==> src/hw/ivls_consts.svh <==
// offsets, field positions, reset values and timing counts of the supervisor
`ifndef IVLS_CONSTS_SVH
`define IVLS_CONSTS_SVH

// ----------------------------------------------------------------------------
// command codes
// ----------------------------------------------------------------------------
`define IVLS_CMD_CLEAR_FAULTS 8'h03
`define IVLS_CMD_STATUS_WORD 8'h79
`define IVLS_CMD_STATUS_INPUT 8'h7c
`define IVLS_CMD_OV_WARN_LIMIT 8'h57
`define IVLS_CMD_UV_WARN_LIMIT 8'h58
`define IVLS_CMD_UV_FAULT_LIMIT 8'h59
`define IVLS_CMD_UV_FAULT_REACTION 8'h5a

// ----------------------------------------------------------------------------
// reset values
// ----------------------------------------------------------------------------
`define IVLS_OV_WARN_RESET 16'hd360
`define IVLS_UV_REACTION_RESET 8'h80
`define IVLS_UV_WARN_NUM 11
`define IVLS_UV_WARN_DEN 10

// ----------------------------------------------------------------------------
// field positions
// ----------------------------------------------------------------------------
`define IVLS_EXP_HI 15
`define IVLS_EXP_LO 11
`define IVLS_MANT_HI 10
`define IVLS_BEHAV_HI 7
`define IVLS_BEHAV_LO 6
`define IVLS_RETRY_HI 5
`define IVLS_RETRY_LO 3
`define IVLS_BEHAV_DISABLE 2'h2
`define IVLS_RETRY_NONE 3'h0
`define IVLS_RETRY_FOREVER 3'h7
`define IVLS_SW_NONE_ABOVE 0
`define IVLS_SW_INPUT 13
`define IVLS_SI_OV_WARN 6
`define IVLS_SI_UV_WARN 5
`define IVLS_SI_UV_FAULT 4

// ----------------------------------------------------------------------------
// timing
// ----------------------------------------------------------------------------
`define IVLS_CLK_HZ 50000000
`define IVLS_RETRY_TIME_MS 70
`define IVLS_RETRY_CYCLES (`IVLS_RETRY_TIME_MS * (`IVLS_CLK_HZ / 1000))

`endif

==> src/hw/ivls_pkg.sv <==
// types and linear-format helpers of the supervisor
package ivls_pkg;

  typedef enum logic [3:0] {
    ivls_st_off = 4'h1,
    ivls_st_run = 4'h2,
    ivls_st_latched = 4'h4,
    ivls_st_wait = 4'h8
  } ivls_state_t;

  typedef logic signed [47:0] ivls_fixed_t;

  // linear value to fixed point with 16 fraction bits
  function automatic ivls_fixed_t ivls_decode(input logic [15:0] lin);
    logic signed [4:0] expo;
    logic [5:0] sh;
    ivls_fixed_t mant;
    expo = $signed(lin[15:11]);
    sh = 6'(7'(signed'(expo)) + 7'sd16);
    mant = 48'(signed'(lin[10:0]));
    return mant <<< sh;
  endfunction : ivls_decode

endpackage : ivls_pkg

==> src/hw/ivls_supervisor.sv <==
// input-voltage limit registers, warnings, undervoltage fault and retry
`include "ivls_consts.svh"
`timescale 1ns/100ps
module ivls_supervisor #(
  parameter int unsigned RETRY_CYCLES = `IVLS_RETRY_CYCLES
) (
  input wire logic sys_clk,
  input wire logic reset,
  input wire logic [7:0] reg_addr,
  input wire logic reg_wr,
  input wire logic [15:0] reg_wdata,
  input wire logic reg_rd,
  output logic [15:0] reg_rdata,
  input wire logic [15:0] vin_sample,
  input wire logic vin_valid,
  input wire logic [15:0] strap_uv_fault_limit,
  input wire logic run_request,
  input wire logic other_fault,
  output logic power_stage_enable,
  output logic host_alert_output_n
);

  // --------------------------------------------------------------------------
  // helpers
  // --------------------------------------------------------------------------
  // warning default kept in the fault limit's exponent; one renormalise step
  // covers the 10 % headroom, at the cost of the lowest mantissa bit
  function automatic logic [15:0] scale_warn(input logic [15:0] fault_lim);
    logic signed [15:0] mant;
    logic signed [4:0] expo;
    mant = 16'(signed'(fault_lim[`IVLS_MANT_HI:0]));
    expo = $signed(fault_lim[`IVLS_EXP_HI:`IVLS_EXP_LO]);
    mant = 16'((32'(mant) * `IVLS_UV_WARN_NUM) / `IVLS_UV_WARN_DEN);
    if (mant > 16'sd1023 || mant < -16'sd1024) begin
      mant = mant >>> 1;
      expo = expo + 5'sd1;
    end
    return {expo, mant[`IVLS_MANT_HI:0]};
  endfunction : scale_warn

  // one access strobe aimed at one command code
  function automatic logic is_cmd(
    input logic strobe,
    input logic [7:0] addr,
    input logic [7:0] code
  );
    return strobe && addr == code;
  endfunction : is_cmd

  // --------------------------------------------------------------------------
  // registers
  // --------------------------------------------------------------------------
  logic [15:0] ov_warn_limit;
  logic [15:0] uv_warn_limit;
  logic [15:0] uv_fault_limit;
  logic [7:0] uv_fault_reaction;
  logic strap_loaded;
  logic [7:0] status_input;
  logic sw_input;
  logic sw_none_above;
  ivls_pkg::ivls_state_t state;
  ivls_pkg::ivls_state_t next_state;

  // --------------------------------------------------------------------------
  // decode
  // --------------------------------------------------------------------------
  // writes to status codes and unmapped codes fall through untouched
  wire wr_ov_warn = is_cmd(reg_wr, reg_addr, `IVLS_CMD_OV_WARN_LIMIT);
  wire wr_uv_warn = is_cmd(reg_wr, reg_addr, `IVLS_CMD_UV_WARN_LIMIT);
  wire wr_uv_fault = is_cmd(reg_wr, reg_addr, `IVLS_CMD_UV_FAULT_LIMIT);
  wire wr_reaction = is_cmd(reg_wr, reg_addr, `IVLS_CMD_UV_FAULT_REACTION);
  // any data written to the clear code clears; the data is ignored
  wire clear_faults = is_cmd(reg_wr, reg_addr, `IVLS_CMD_CLEAR_FAULTS);

  logic [15:0] read_mux;
  always_comb begin
    case (reg_addr)
      `IVLS_CMD_OV_WARN_LIMIT: read_mux = ov_warn_limit;
      `IVLS_CMD_UV_WARN_LIMIT: read_mux = uv_warn_limit;
      `IVLS_CMD_UV_FAULT_LIMIT: read_mux = uv_fault_limit;
      `IVLS_CMD_UV_FAULT_REACTION: read_mux = {8'h00, uv_fault_reaction};
      `IVLS_CMD_STATUS_INPUT: read_mux = {8'h00, status_input};
      `IVLS_CMD_STATUS_WORD: begin
        read_mux = 16'h0000;
        read_mux[`IVLS_SW_INPUT] = sw_input;
        read_mux[`IVLS_SW_NONE_ABOVE] = sw_none_above;
      end
      default: read_mux = 16'h0000;
    endcase
  end

  // --------------------------------------------------------------------------
  // threshold comparison
  // --------------------------------------------------------------------------
  logic ov_warn_above;
  logic uv_warn_below;
  logic uv_fault_below;

  ivls_lin_compare u_cmp_ov_warn (
    .sample(vin_sample),
    .limit(ov_warn_limit),
    .above(ov_warn_above),
    .below()
  );

  ivls_lin_compare u_cmp_uv_warn (
    .sample(vin_sample),
    .limit(uv_warn_limit),
    .above(),
    .below(uv_warn_below)
  );

  ivls_lin_compare u_cmp_uv_fault (
    .sample(vin_sample),
    .limit(uv_fault_limit),
    .above(),
    .below(uv_fault_below)
  );

  // every valid sample is judged; the sticky bit records the first crossing
  wire set_ov_warn = vin_valid && ov_warn_above;
  wire set_uv_warn = vin_valid && uv_warn_below;
  wire set_uv_fault = vin_valid && uv_fault_below;
  wire set_any = set_ov_warn || set_uv_warn || set_uv_fault;

  // --------------------------------------------------------------------------
  // status flags; a set in the clearing cycle survives
  // --------------------------------------------------------------------------
  logic [7:0] status_set;
  always_comb begin
    status_set = 8'h00;
    status_set[`IVLS_SI_OV_WARN] = set_ov_warn;
    status_set[`IVLS_SI_UV_WARN] = set_uv_warn;
    status_set[`IVLS_SI_UV_FAULT] = set_uv_fault;
  end

  wire [7:0] next_status_input =
    (status_input & {8{~clear_faults}}) | status_set;
  wire next_sw_input = (sw_input && !clear_faults) || set_any;
  wire next_sw_none_above = (sw_none_above && !clear_faults) || set_any;

  // --------------------------------------------------------------------------
  // fault reaction
  // --------------------------------------------------------------------------
  wire [1:0] behaviour = uv_fault_reaction[`IVLS_BEHAV_HI:`IVLS_BEHAV_LO];
  wire [2:0] retry = uv_fault_reaction[`IVLS_RETRY_HI:`IVLS_RETRY_LO];
  // unused behaviour codes only flag and alert, they never shut down
  wire shut_on_fault = behaviour == `IVLS_BEHAV_DISABLE;
  // unused retry codes behave as no retry, the safer reading
  wire retry_forever = retry == `IVLS_RETRY_FOREVER;
  wire fault_event = set_uv_fault && shut_on_fault;
  logic retry_expired;

  always_comb begin
    next_state = state;
    case (state)
      ivls_pkg::ivls_st_off: begin
        if (run_request && !other_fault) begin
          next_state = ivls_pkg::ivls_st_run;
        end
      end
      ivls_pkg::ivls_st_run: begin
        if (!run_request || other_fault) begin
          next_state = ivls_pkg::ivls_st_off;
        end else if (fault_event && retry_forever) begin
          next_state = ivls_pkg::ivls_st_wait;
        end else if (fault_event) begin
          next_state = ivls_pkg::ivls_st_latched;
        end
      end
      ivls_pkg::ivls_st_latched: begin
        if (clear_faults) begin
          next_state = ivls_pkg::ivls_st_off;
        end
      end
      ivls_pkg::ivls_st_wait: begin
        if (!run_request || other_fault) begin
          next_state = ivls_pkg::ivls_st_off;
        end else if (retry_expired) begin
          next_state = ivls_pkg::ivls_st_run;
        end
      end
      default: next_state = ivls_pkg::ivls_st_off;
    endcase
  end

  wire enter_wait = state != ivls_pkg::ivls_st_wait &&
    next_state == ivls_pkg::ivls_st_wait;
  wire leave_wait = state == ivls_pkg::ivls_st_wait &&
    next_state != ivls_pkg::ivls_st_wait;

  // interval does not depend on the low reaction bits
  ivls_retry_timer #(
    .CYCLES(RETRY_CYCLES)
  ) u_retry_timer (
    .sys_clk(sys_clk),
    .reset(reset),
    .start(enter_wait),
    .cancel(leave_wait),
    .expired(retry_expired)
  );

  // --------------------------------------------------------------------------
  // register file and state
  // --------------------------------------------------------------------------
  // strap is taken on the first clock after reset, never under reset itself
  always_ff @(posedge sys_clk) begin
    if (reset) begin
      strap_loaded <= 1'b0;
    end else begin
      strap_loaded <= 1'b1;
    end
  end

  // the strap load owns the first cycle; a host write there is lost
  wire take_strap = !strap_loaded;
  wire host_wr_ok = strap_loaded;

  always_ff @(posedge sys_clk) begin
    if (reset) begin
      ov_warn_limit <= `IVLS_OV_WARN_RESET;
    end else if (wr_ov_warn && host_wr_ok) begin
      ov_warn_limit <= reg_wdata;
    end
  end

  // warning default follows the strap, not a fixed constant
  always_ff @(posedge sys_clk) begin
    if (reset) begin
      uv_warn_limit <= 16'h0000;
    end else if (take_strap) begin
      uv_warn_limit <= scale_warn(strap_uv_fault_limit);
    end else if (wr_uv_warn) begin
      uv_warn_limit <= reg_wdata;
    end
  end

  always_ff @(posedge sys_clk) begin
    if (reset) begin
      uv_fault_limit <= 16'h0000;
    end else if (take_strap) begin
      uv_fault_limit <= strap_uv_fault_limit;
    end else if (wr_uv_fault) begin
      uv_fault_limit <= reg_wdata;
    end
  end

  // one-byte register; the upper write byte is dropped
  always_ff @(posedge sys_clk) begin
    if (reset) begin
      uv_fault_reaction <= `IVLS_UV_REACTION_RESET;
    end else if (wr_reaction && host_wr_ok) begin
      uv_fault_reaction <= reg_wdata[7:0];
    end
  end

  always_ff @(posedge sys_clk) begin
    if (reset) begin
      status_input <= 8'h00;
      sw_input <= 1'b0;
      sw_none_above <= 1'b0;
      host_alert_output_n <= 1'b1;
    end else begin
      status_input <= next_status_input;
      sw_input <= next_sw_input;
      sw_none_above <= next_sw_none_above;
      host_alert_output_n <= ~(|next_status_input);
    end
  end

  always_ff @(posedge sys_clk) begin
    if (reset) begin
      state <= ivls_pkg::ivls_st_off;
      power_stage_enable <= 1'b0;
      reg_rdata <= 16'h0000;
    end else begin
      state <= next_state;
      power_stage_enable <= next_state == ivls_pkg::ivls_st_run;
      if (reg_rd) reg_rdata <= read_mux;
    end
  end

endmodule : ivls_supervisor

==> src/hw/ivls_lin_compare.sv <==
// compares two linear-format values
`timescale 1ns/100ps
module ivls_lin_compare (
  input wire logic [15:0] sample,
  input wire logic [15:0] limit,
  output logic above,
  output logic below
);
  wire ivls_pkg::ivls_fixed_t sample_fix = ivls_pkg::ivls_decode(sample);
  wire ivls_pkg::ivls_fixed_t limit_fix = ivls_pkg::ivls_decode(limit);

  assign above = sample_fix > limit_fix;
  assign below = sample_fix < limit_fix;
endmodule : ivls_lin_compare

==> src/hw/ivls_retry_timer.sv <==
// one-shot interval timer between restart attempts
`timescale 1ns/100ps
module ivls_retry_timer #(
  parameter int unsigned CYCLES = 3500000
) (
  input wire logic sys_clk,
  input wire logic reset,
  input wire logic start,
  input wire logic cancel,
  output logic expired
);
  logic [31:0] count;
  logic running;

  always_ff @(posedge sys_clk) begin
    if (reset || cancel) begin
      count <= 32'h0;
      running <= 1'b0;
      expired <= 1'b0;
    end else if (start) begin
      count <= 32'(CYCLES - 1);
      running <= 1'b1;
      expired <= 1'b0;
    end else if (running) begin
      count <= count - 32'h1;
      running <= count != 32'h0;
      expired <= count == 32'h0;
    end else begin
      expired <= 1'b0;
    end
  end
endmodule : ivls_retry_timer

==> config.mk <==
export PLATFORM = sky130hd
export DESIGN_NAME = ivls_supervisor
export DESIGN_NICKNAME = d
export VERILOG_FILES = /design/src/hw/ivls_pkg.sv /design/src/hw/ivls_supervisor.sv /design/src/hw/ivls_lin_compare.sv /design/src/hw/ivls_retry_timer.sv
export VERILOG_INCLUDE_DIRS = /design/src /design/src/hw
export SDC_FILE = /design/constraint.sdc
export NUM_CORES = 1
export LEC_CHECK = 0
export ABC_CLOCK_PERIOD_IN_PS = 16000
export BUFFER_PORTS_ARGS = -buffer_cell sky130_fd_sc_hd__buf_2
export CAP_MARGIN = 40
export CORE_ASPECT_RATIO = 1.4
export CORE_MARGIN = 4
export CORE_UTILIZATION = 65
export CTS_CLUSTER_DIAMETER = 80
export DETAILED_ROUTE_END_ITERATION = 6
export PLACE_DENSITY_LB_ADDON = 0.12
export SYNTH_ARGS = -nofsm -noshare
export SYNTH_HDL_FRONTEND = slang
export SYNTH_SLANG_ARGS = --single-unit
==> constraint.sdc <==
create_clock -name sys_clk -period 16 [get_ports sys_clk]
set_input_delay 0 -clock sys_clk [delete_from_list [all_inputs] [get_ports sys_clk]]
set_output_delay 0 -clock sys_clk [all_outputs]
set_load 0.005 [all_outputs]
### Word level (Yosys, flattened, before mapping)

Index checks and enable logic that the tools add are counted.

* add/subtract/negate cells: 6
* $mul: 1
* muxes and demuxes: 20
* shift-type cells: 4
* eq/ne operators: 19
* bitwise gates (word level): 5
* divide/modulo/power cells: 1
* order comparisons: 5
* reduce and logical (&&, ||, !) cells: 33

Operator list (number)
* 11-bit by 6-bit <<< shifter with 48-bit output: 4
* 48-bit less-than comparator: 2
* 16-bit case mux with 6 select lines: 1
* 16-bit two-way mux: 4
* 8-bit by 7-bit equality test with 1-bit output, second input constant: 6
* 48-bit greater-than comparator: 1
* 22-bit two-way mux: 2
* 32-bit by 5-bit divider with 32-bit output, second input constant: 1
* 32-bit zero test: 1
* 32-bit nonzero test: 1
* 32-bit by 1-bit subtractor with 32-bit output, second input constant: 1
* 4-bit two-way mux: 7
* 5-bit by 6-bit adder with 6-bit output, second input constant: 4
* 1-bit logical AND: 17
* 16-bit by 11-bit greater-than comparator with 1-bit output, second input constant: 1
* 16-bit by 11-bit less-than comparator with 1-bit output, second input constant: 1
* 11-bit by 5-bit multiplier with 16-bit output, second input constant: 1
* 4-bit case mux with 4 select lines: 1
* 11-bit two-way mux: 1
* 8-bit AND: 1
* 4-bit by 2-bit equality test with 1-bit output, second input constant: 2
* 4-bit equality test, second input constant: 2
* 8-bit by 2-bit equality test with 1-bit output, second input constant: 1
* 4-bit inequality test, second input constant: 2
* other kinds (16): 29

* word-level logic and storage cells: 110
* RAM bits: 0
* latch bits: 0
* bits of input ports: 63
* memories: 0
* bits in registers: 123
* ROM bits: 0

### Longest topological paths before layout

* word-level depth: 13
* gate-level depth with buffers: 36
* depth with buffers taken out: 32

### Modules after synthesis

From an unflattened synthesis, not the netlist that was laid out.

* cell total of the unflattened synthesis: 2475
* area, all modules: 18445.2 um^2

Modules (own cells, without submodules)
* ivls_lin_compare: sequential area each 0.0 um^2, cells each 395, times used 3, area an instance 2836.5 um^2
* ivls_supervisor: sequential area each 1781.7 um^2, cells each 1095, times used 1, area an instance 8224.1 um^2
* ivls_retry_timer: sequential area each 680.7 um^2, cells each 195, times used 1, area an instance 1711.6 um^2

### Least setup slack after synthesis

No wires, ideal clock.

* path type: input to register
* from: input port strap_uv_fault_limit[2]
* to: register uv_warn_limit[5]
* data arrival time: 7.827 ns
* library setup time: 0.091 ns
* slack: 8.083 ns
* required time: 15.909 ns
* stages on the path: 33
* buffers on the path: 2
* cell sequence: ha_1 inv_1 fa_1 inv_1 ha_1 o211a_1 a21boi_0 nor3_1 o2111ai_4 or3_1 a311o_1 a211oi_2 or2_1 buf_4 a211oi_2 a2111oi_4 or2_4 a21oi_1 o31a_1 or4_1 o311ai_2 or3_4 buf_6 a31oi_1 o221ai_1 o21ai_0 o21a_1 ha_1 a21oi_1 o22ai_1 a31o_2 or4_1 a311oi_1

* longest elaborated chain between the ends: 6

Ends and longest elaborated chain
* start, declared: line ivls_supervisor.sv:16 `input wire logic [15:0] strap_uv_fault_limit,`
* 11-bit by 5-bit multiplier with 16-bit output (no line) *
* 32-bit by 5-bit divider with 32-bit output (no line) *
* 16-bit by 11-bit greater-than comparator with 1-bit output / 16-bit by 11-bit less-than comparator with 1-bit output (equally long branches): line ivls_supervisor.sv:34 `if (mant > 16'sd1023 || mant < -16'sd1024) begin`
* 1-bit logical OR: line ivls_supervisor.sv:34
* 11-bit two-way mux *: line ivls_supervisor.sv:34
* 16-bit two-way mux *: line ivls_supervisor.sv:231 `end else if (take_strap) begin`
* end signal, assigned: line ivls_supervisor.sv:232 `uv_warn_limit <= scale_warn(strap_uv_fault_limit);`
* end signal, assigned: line ivls_supervisor.sv:234 `uv_warn_limit <= reg_wdata;`
* end, declared: line ivls_supervisor.sv:54 `logic [15:0] uv_warn_limit;`

Every way passes the cells marked *; elsewhere a longest branch is shown, timed or not.
A chain may end at the register's enable or synchronous reset.

### Worst setup path in the final report

* from: input port strap_uv_fault_limit[2]
* to: register uv_warn_limit[1]

The elaborated chain is that of the path after synthesis.

==> results.sh <==
export IMPL_setup_ws_ns=6.25
export IMPL_fin_worst_hold_slack_ns=0.0395
export IMPL_fin_tns_setup_ns=0
export IMPL_post_synth_top_count_cell="sky130_fd_sc_hd__nand2_1"
export IMPL_timing_final_max_slew_violations=0
export IMPL_cp_slowest_cell="sky130_fd_sc_hd__nor2_1"
export IMPL_finalCritPeriodShare=0.609
export IMPL_synth_largest_area_cell="sky130_fd_sc_hd__dfxtp_1"
export IMPL_synth_seq_cells=123
export IMPL_synthesis_instances=2240
export IMPL_port_buffer_count=80
export IMPL_num_nets_final=2489
export IMPL_setup_slack_placement_ns=6.59
export IMPL_first_global_vias=16418
export IMPL_status="completed"
export IMPL_worst_setup_hold_path_clk_slew_ns=0.06
export IMPL_worst_path_max_fanout=13
export IMPL_cts_tree="yes"
export IMPL_hold_path_class="input port to flip-flop"
export IMPL_grt_setup_unrepaired="no"
export IMPL_first_pass_grt_wire_length_um=85600
export IMPL_timing_critical_path_required_ns=16.30
export IMPL_grt_overflow=0
export IMPL_synth_seq_area_share=0.154
export IMPL_finalWorstPathRequiredPeriod_ns=9.75
export IMPL_design_die_area_um2=27200
export IMPL_area_growth_pct=8.04
export IMPL_gp_congestion=1.05
export IMPL_wl_per_cell_um=21.1
export IMPL_arrival_ns=10.05
export IMPL_die_height_um=194
export IMPL_drtPass1Iterations=6
export IMPL_netlist_cell_type_count=106
export IMPL_layout_cell_area_non_filler_um2=17300
export IMPL_max_slew_margin=0.336
export IMPL_dpl_hpwl_um=41400
export IMPL_crit_path_end_kind="flip-flop"
export IMPL_core_area_um2=24100
export IMPL_clock_latency_reported_for_the_late_side_of_the_worst_skew_pair_ns=0.43
export IMPL_p_leak_nw=6.91
export IMPL_async_reset_ff_frac=0
export IMPL_antennaDiodeCount=0
export IMPL_groute_usage_overall=0.383
export IMPL_post_place_cells=2528
export IMPL_syn_avg_cell_area_um2=7.14
export IMPL_ff2ff_setup_slack_ns=8.62
export IMPL_finish_utilization=0.718
export IMPL_syn_nets=2466
export IMPL_grt_max_degree=70
export IMPL_post_synthesis_cell_area_um2=16000
export IMPL_maxCapViolations=0
export IMPL_antenna_violations_before_repair=0
export IMPL_top_cells_by_instance_count_after_synthesis="sky130_fd_sc_hd__nand2_1, sky130_fd_sc_hd__nor2_1, sky130_fd_sc_hd__a21oi_1, sky130_fd_sc_hd__o21ai_0, sky130_fd_sc_hd__ha_1"
export IMPL_timing_final_setup_violations=0
export IMPL_flip_flop_cell_with_the_highest_count_after_synthesis="sky130_fd_sc_hd__dfxtp_1"
export IMPL_vias=17604
export IMPL_timing_setup_critical_path_class="input port to flip-flop"
export IMPL_ctsLongestPathBuffers=2
export IMPL_hold_viol=0
export IMPL_clock_tree_root_cell="sky130_fd_sc_hd__clkbuf_16"
export IMPL_drc=0
export IMPL_fin_worst_skew_ns=0.0182
export IMPL_total_wirelength_of_the_detailed_routed_design_um=54600
export IMPL_cp_start_kind="input port"
export IMPL_finalNonFillerCells=2586
export IMPL_die_width_um=141
export IMPL_floorplan_io_pins=81
export IMPL_max_stage_delay_ns=0.71
export IMPL_drive_gt1_frac=0.0949
export IMPL_drt_first_iter_violations=1604
export IMPL_via_per_inst=6.81
export IMPL_clock_sinks=123
export IMPL_ys_top_cells_by_area="sky130_fd_sc_hd__dfxtp_1, sky130_fd_sc_hd__ha_1, sky130_fd_sc_hd__mux2i_1, sky130_fd_sc_hd__nand2_1, sky130_fd_sc_hd__nor2_1"
export IMPL_starting_utilization_of_the_core_area=0.665
export IMPL_max_slew_worst_pin_slew_ns=0.986
export IMPL_cts_setup_buffers=0
export IMPL_power_per_cell_area_nw_per_um2=190
export IMPL_clock_tree_htree_level_count=4
export IMPL_cts_hold_buffers_added=25
export IMPL_total_power_mw=3.28
export IMPL_placed_cell_area_um2=16500
export IMPL_synth_warning_count=0
export IMPL_drtAntennaViolNets=0
export IMPL_cts_resized=0
export IMPL_vdd_ir_drop_max_mv=0.441
export IMPL_synth_edf_count=0
export IMPL_cts_made_buffers=17
export IMPL_yosysTopAreaCellShare=0.154
export IMPL_clock_fmax_mhz=103
export IMPL_row_count=67
[kinds of logic (layout without fill, tap and decap cells)]
kind of cell	count (synthesis)	count (layout)	share of synthesized area
adder cells (fa/ha/maj)	164	164	0.132
multiplexers	122	122	0.0788
AO/OA/AOI/OAI	677	677	0.283
flip-flops	123	123	0.154
AND/OR/NAND/NOR	890	890	0.265
XOR/XNOR	72	72	0.0404
buffers and inverters	192	228	0.0468
[report_power, final]
part / leakage [nW] / total (mW) / switching [mW] / internal (mW)
logic: 5.64 / 2.56 / 1.63 / 0.928
clock network: 0.269 / 0.359 / 0.150 / 0.209
registers: 1.00 / 0.368 / 0.0411 / 0.327
total: 6.91 / 3.28 / 1.82 / 1.46
[path summary, 6_finish.rpt]
kind                                                       from                               end  depth (start not counted)
worst max register to register  uv_fault_limit[12]$_SDFFE_PP0P_  u_retry_timer.expired$_SDFF_PP0_                         25
worst min register to register       reg_rdata[14]$_SDFFE_PP0P_        reg_rdata[14]$_SDFFE_PP0P_                          2
worst min-delay path                    strap_uv_fault_limit[9]    uv_fault_limit[9]$_SDFFE_PP0P_                          3
worst max-delay path                    strap_uv_fault_limit[2]     uv_warn_limit[1]$_SDFFE_PP0P_                         31
[state kept, by name, summed over array words and instances (netlist names), 4 cells and up]
name	cells
u_retry_timer.count	32
ov_warn_limit	16
reg_rdata	16
uv_fault_limit	16
uv_warn_limit	16
status_input	8
uv_fault_reaction	8
state	4
[routing by layer]
metal  vias up  part of all wire  track usage
met3       292             0.070       0.0528
met1      8119              0.36        0.413
li1       8319                 -            -
met2       874              0.48        0.666
met5         -                 0            0
met4         0             0.094        0.293
[critical path: cells and delay by family]
family / cells / cell delay (ns)
compound gates: 15 / 4.98
simple gates: 7 / 2.19
fa+ha+maj: 4 / 1.45
buf+inv: 4 / 0.82
xor+xnor: 1 / 0.60
[cells in the final DEF (no fill, tap or decap), types with 14 or more instances in the layout]
cell | netlist | final
sky130_fd_sc_hd__dfxtp_1 | 123 | 122
sky130_fd_sc_hd__nor2b_1 | 47 | 47
sky130_fd_sc_hd__nand2_1 | 270 | 270
sky130_fd_sc_hd__and3_1 | 21 | 21
sky130_fd_sc_hd__dlygate4sd3_1 | 0 | 25
sky130_fd_sc_hd__a21oi_1 | 171 | 171
sky130_fd_sc_hd__buf_4 | 1 | 23
sky130_fd_sc_hd__xor2_1 | 19 | 19
sky130_fd_sc_hd__a211oi_1 | 20 | 20
sky130_fd_sc_hd__nand2b_1 | 45 | 45
sky130_fd_sc_hd__and2_1 | 22 | 22
sky130_fd_sc_hd__nand4_1 | 30 | 30
sky130_fd_sc_hd__mux2_2 | 15 | 15
sky130_fd_sc_hd__o211ai_1 | 35 | 35
sky130_fd_sc_hd__ha_1 | 155 | 155
sky130_fd_sc_hd__nor3_1 | 48 | 48
sky130_fd_sc_hd__inv_1 | 58 | 58
sky130_fd_sc_hd__clkbuf_16 | 0 | 17
sky130_fd_sc_hd__a31oi_1 | 24 | 24
sky130_fd_sc_hd__mux2i_1 | 104 | 104
sky130_fd_sc_hd__nand3_1 | 70 | 70
sky130_fd_sc_hd__a311oi_1 | 32 | 32
sky130_fd_sc_hd__o22ai_1 | 14 | 14
sky130_fd_sc_hd__nor2_1 | 250 | 250
sky130_fd_sc_hd__nor4_1 | 20 | 20
sky130_fd_sc_hd__a22oi_1 | 33 | 33
sky130_fd_sc_hd__buf_2 | 14 | 83
sky130_fd_sc_hd__o21ai_0 | 164 | 164
sky130_fd_sc_hd__xnor2_1 | 51 | 51
sky130_fd_sc_hd__a21o_1 | 28 | 28
[cell type report]
| class | count | area (um2) |
|---|---|---|
| tap | 310 | 388 |
| sequential | 123 | 2460 |
| clock inverter | 13 | 105 |
| clock buffer | 19 | 453 |
| fill | 2087 | 6780 |
| timing repair buffer | 132 | 848 |
| multi-input combinational | 1925 | 12800 |
| inverter | 64 | 240 |
Note: power is estimated with default switching activity, not from simulation.
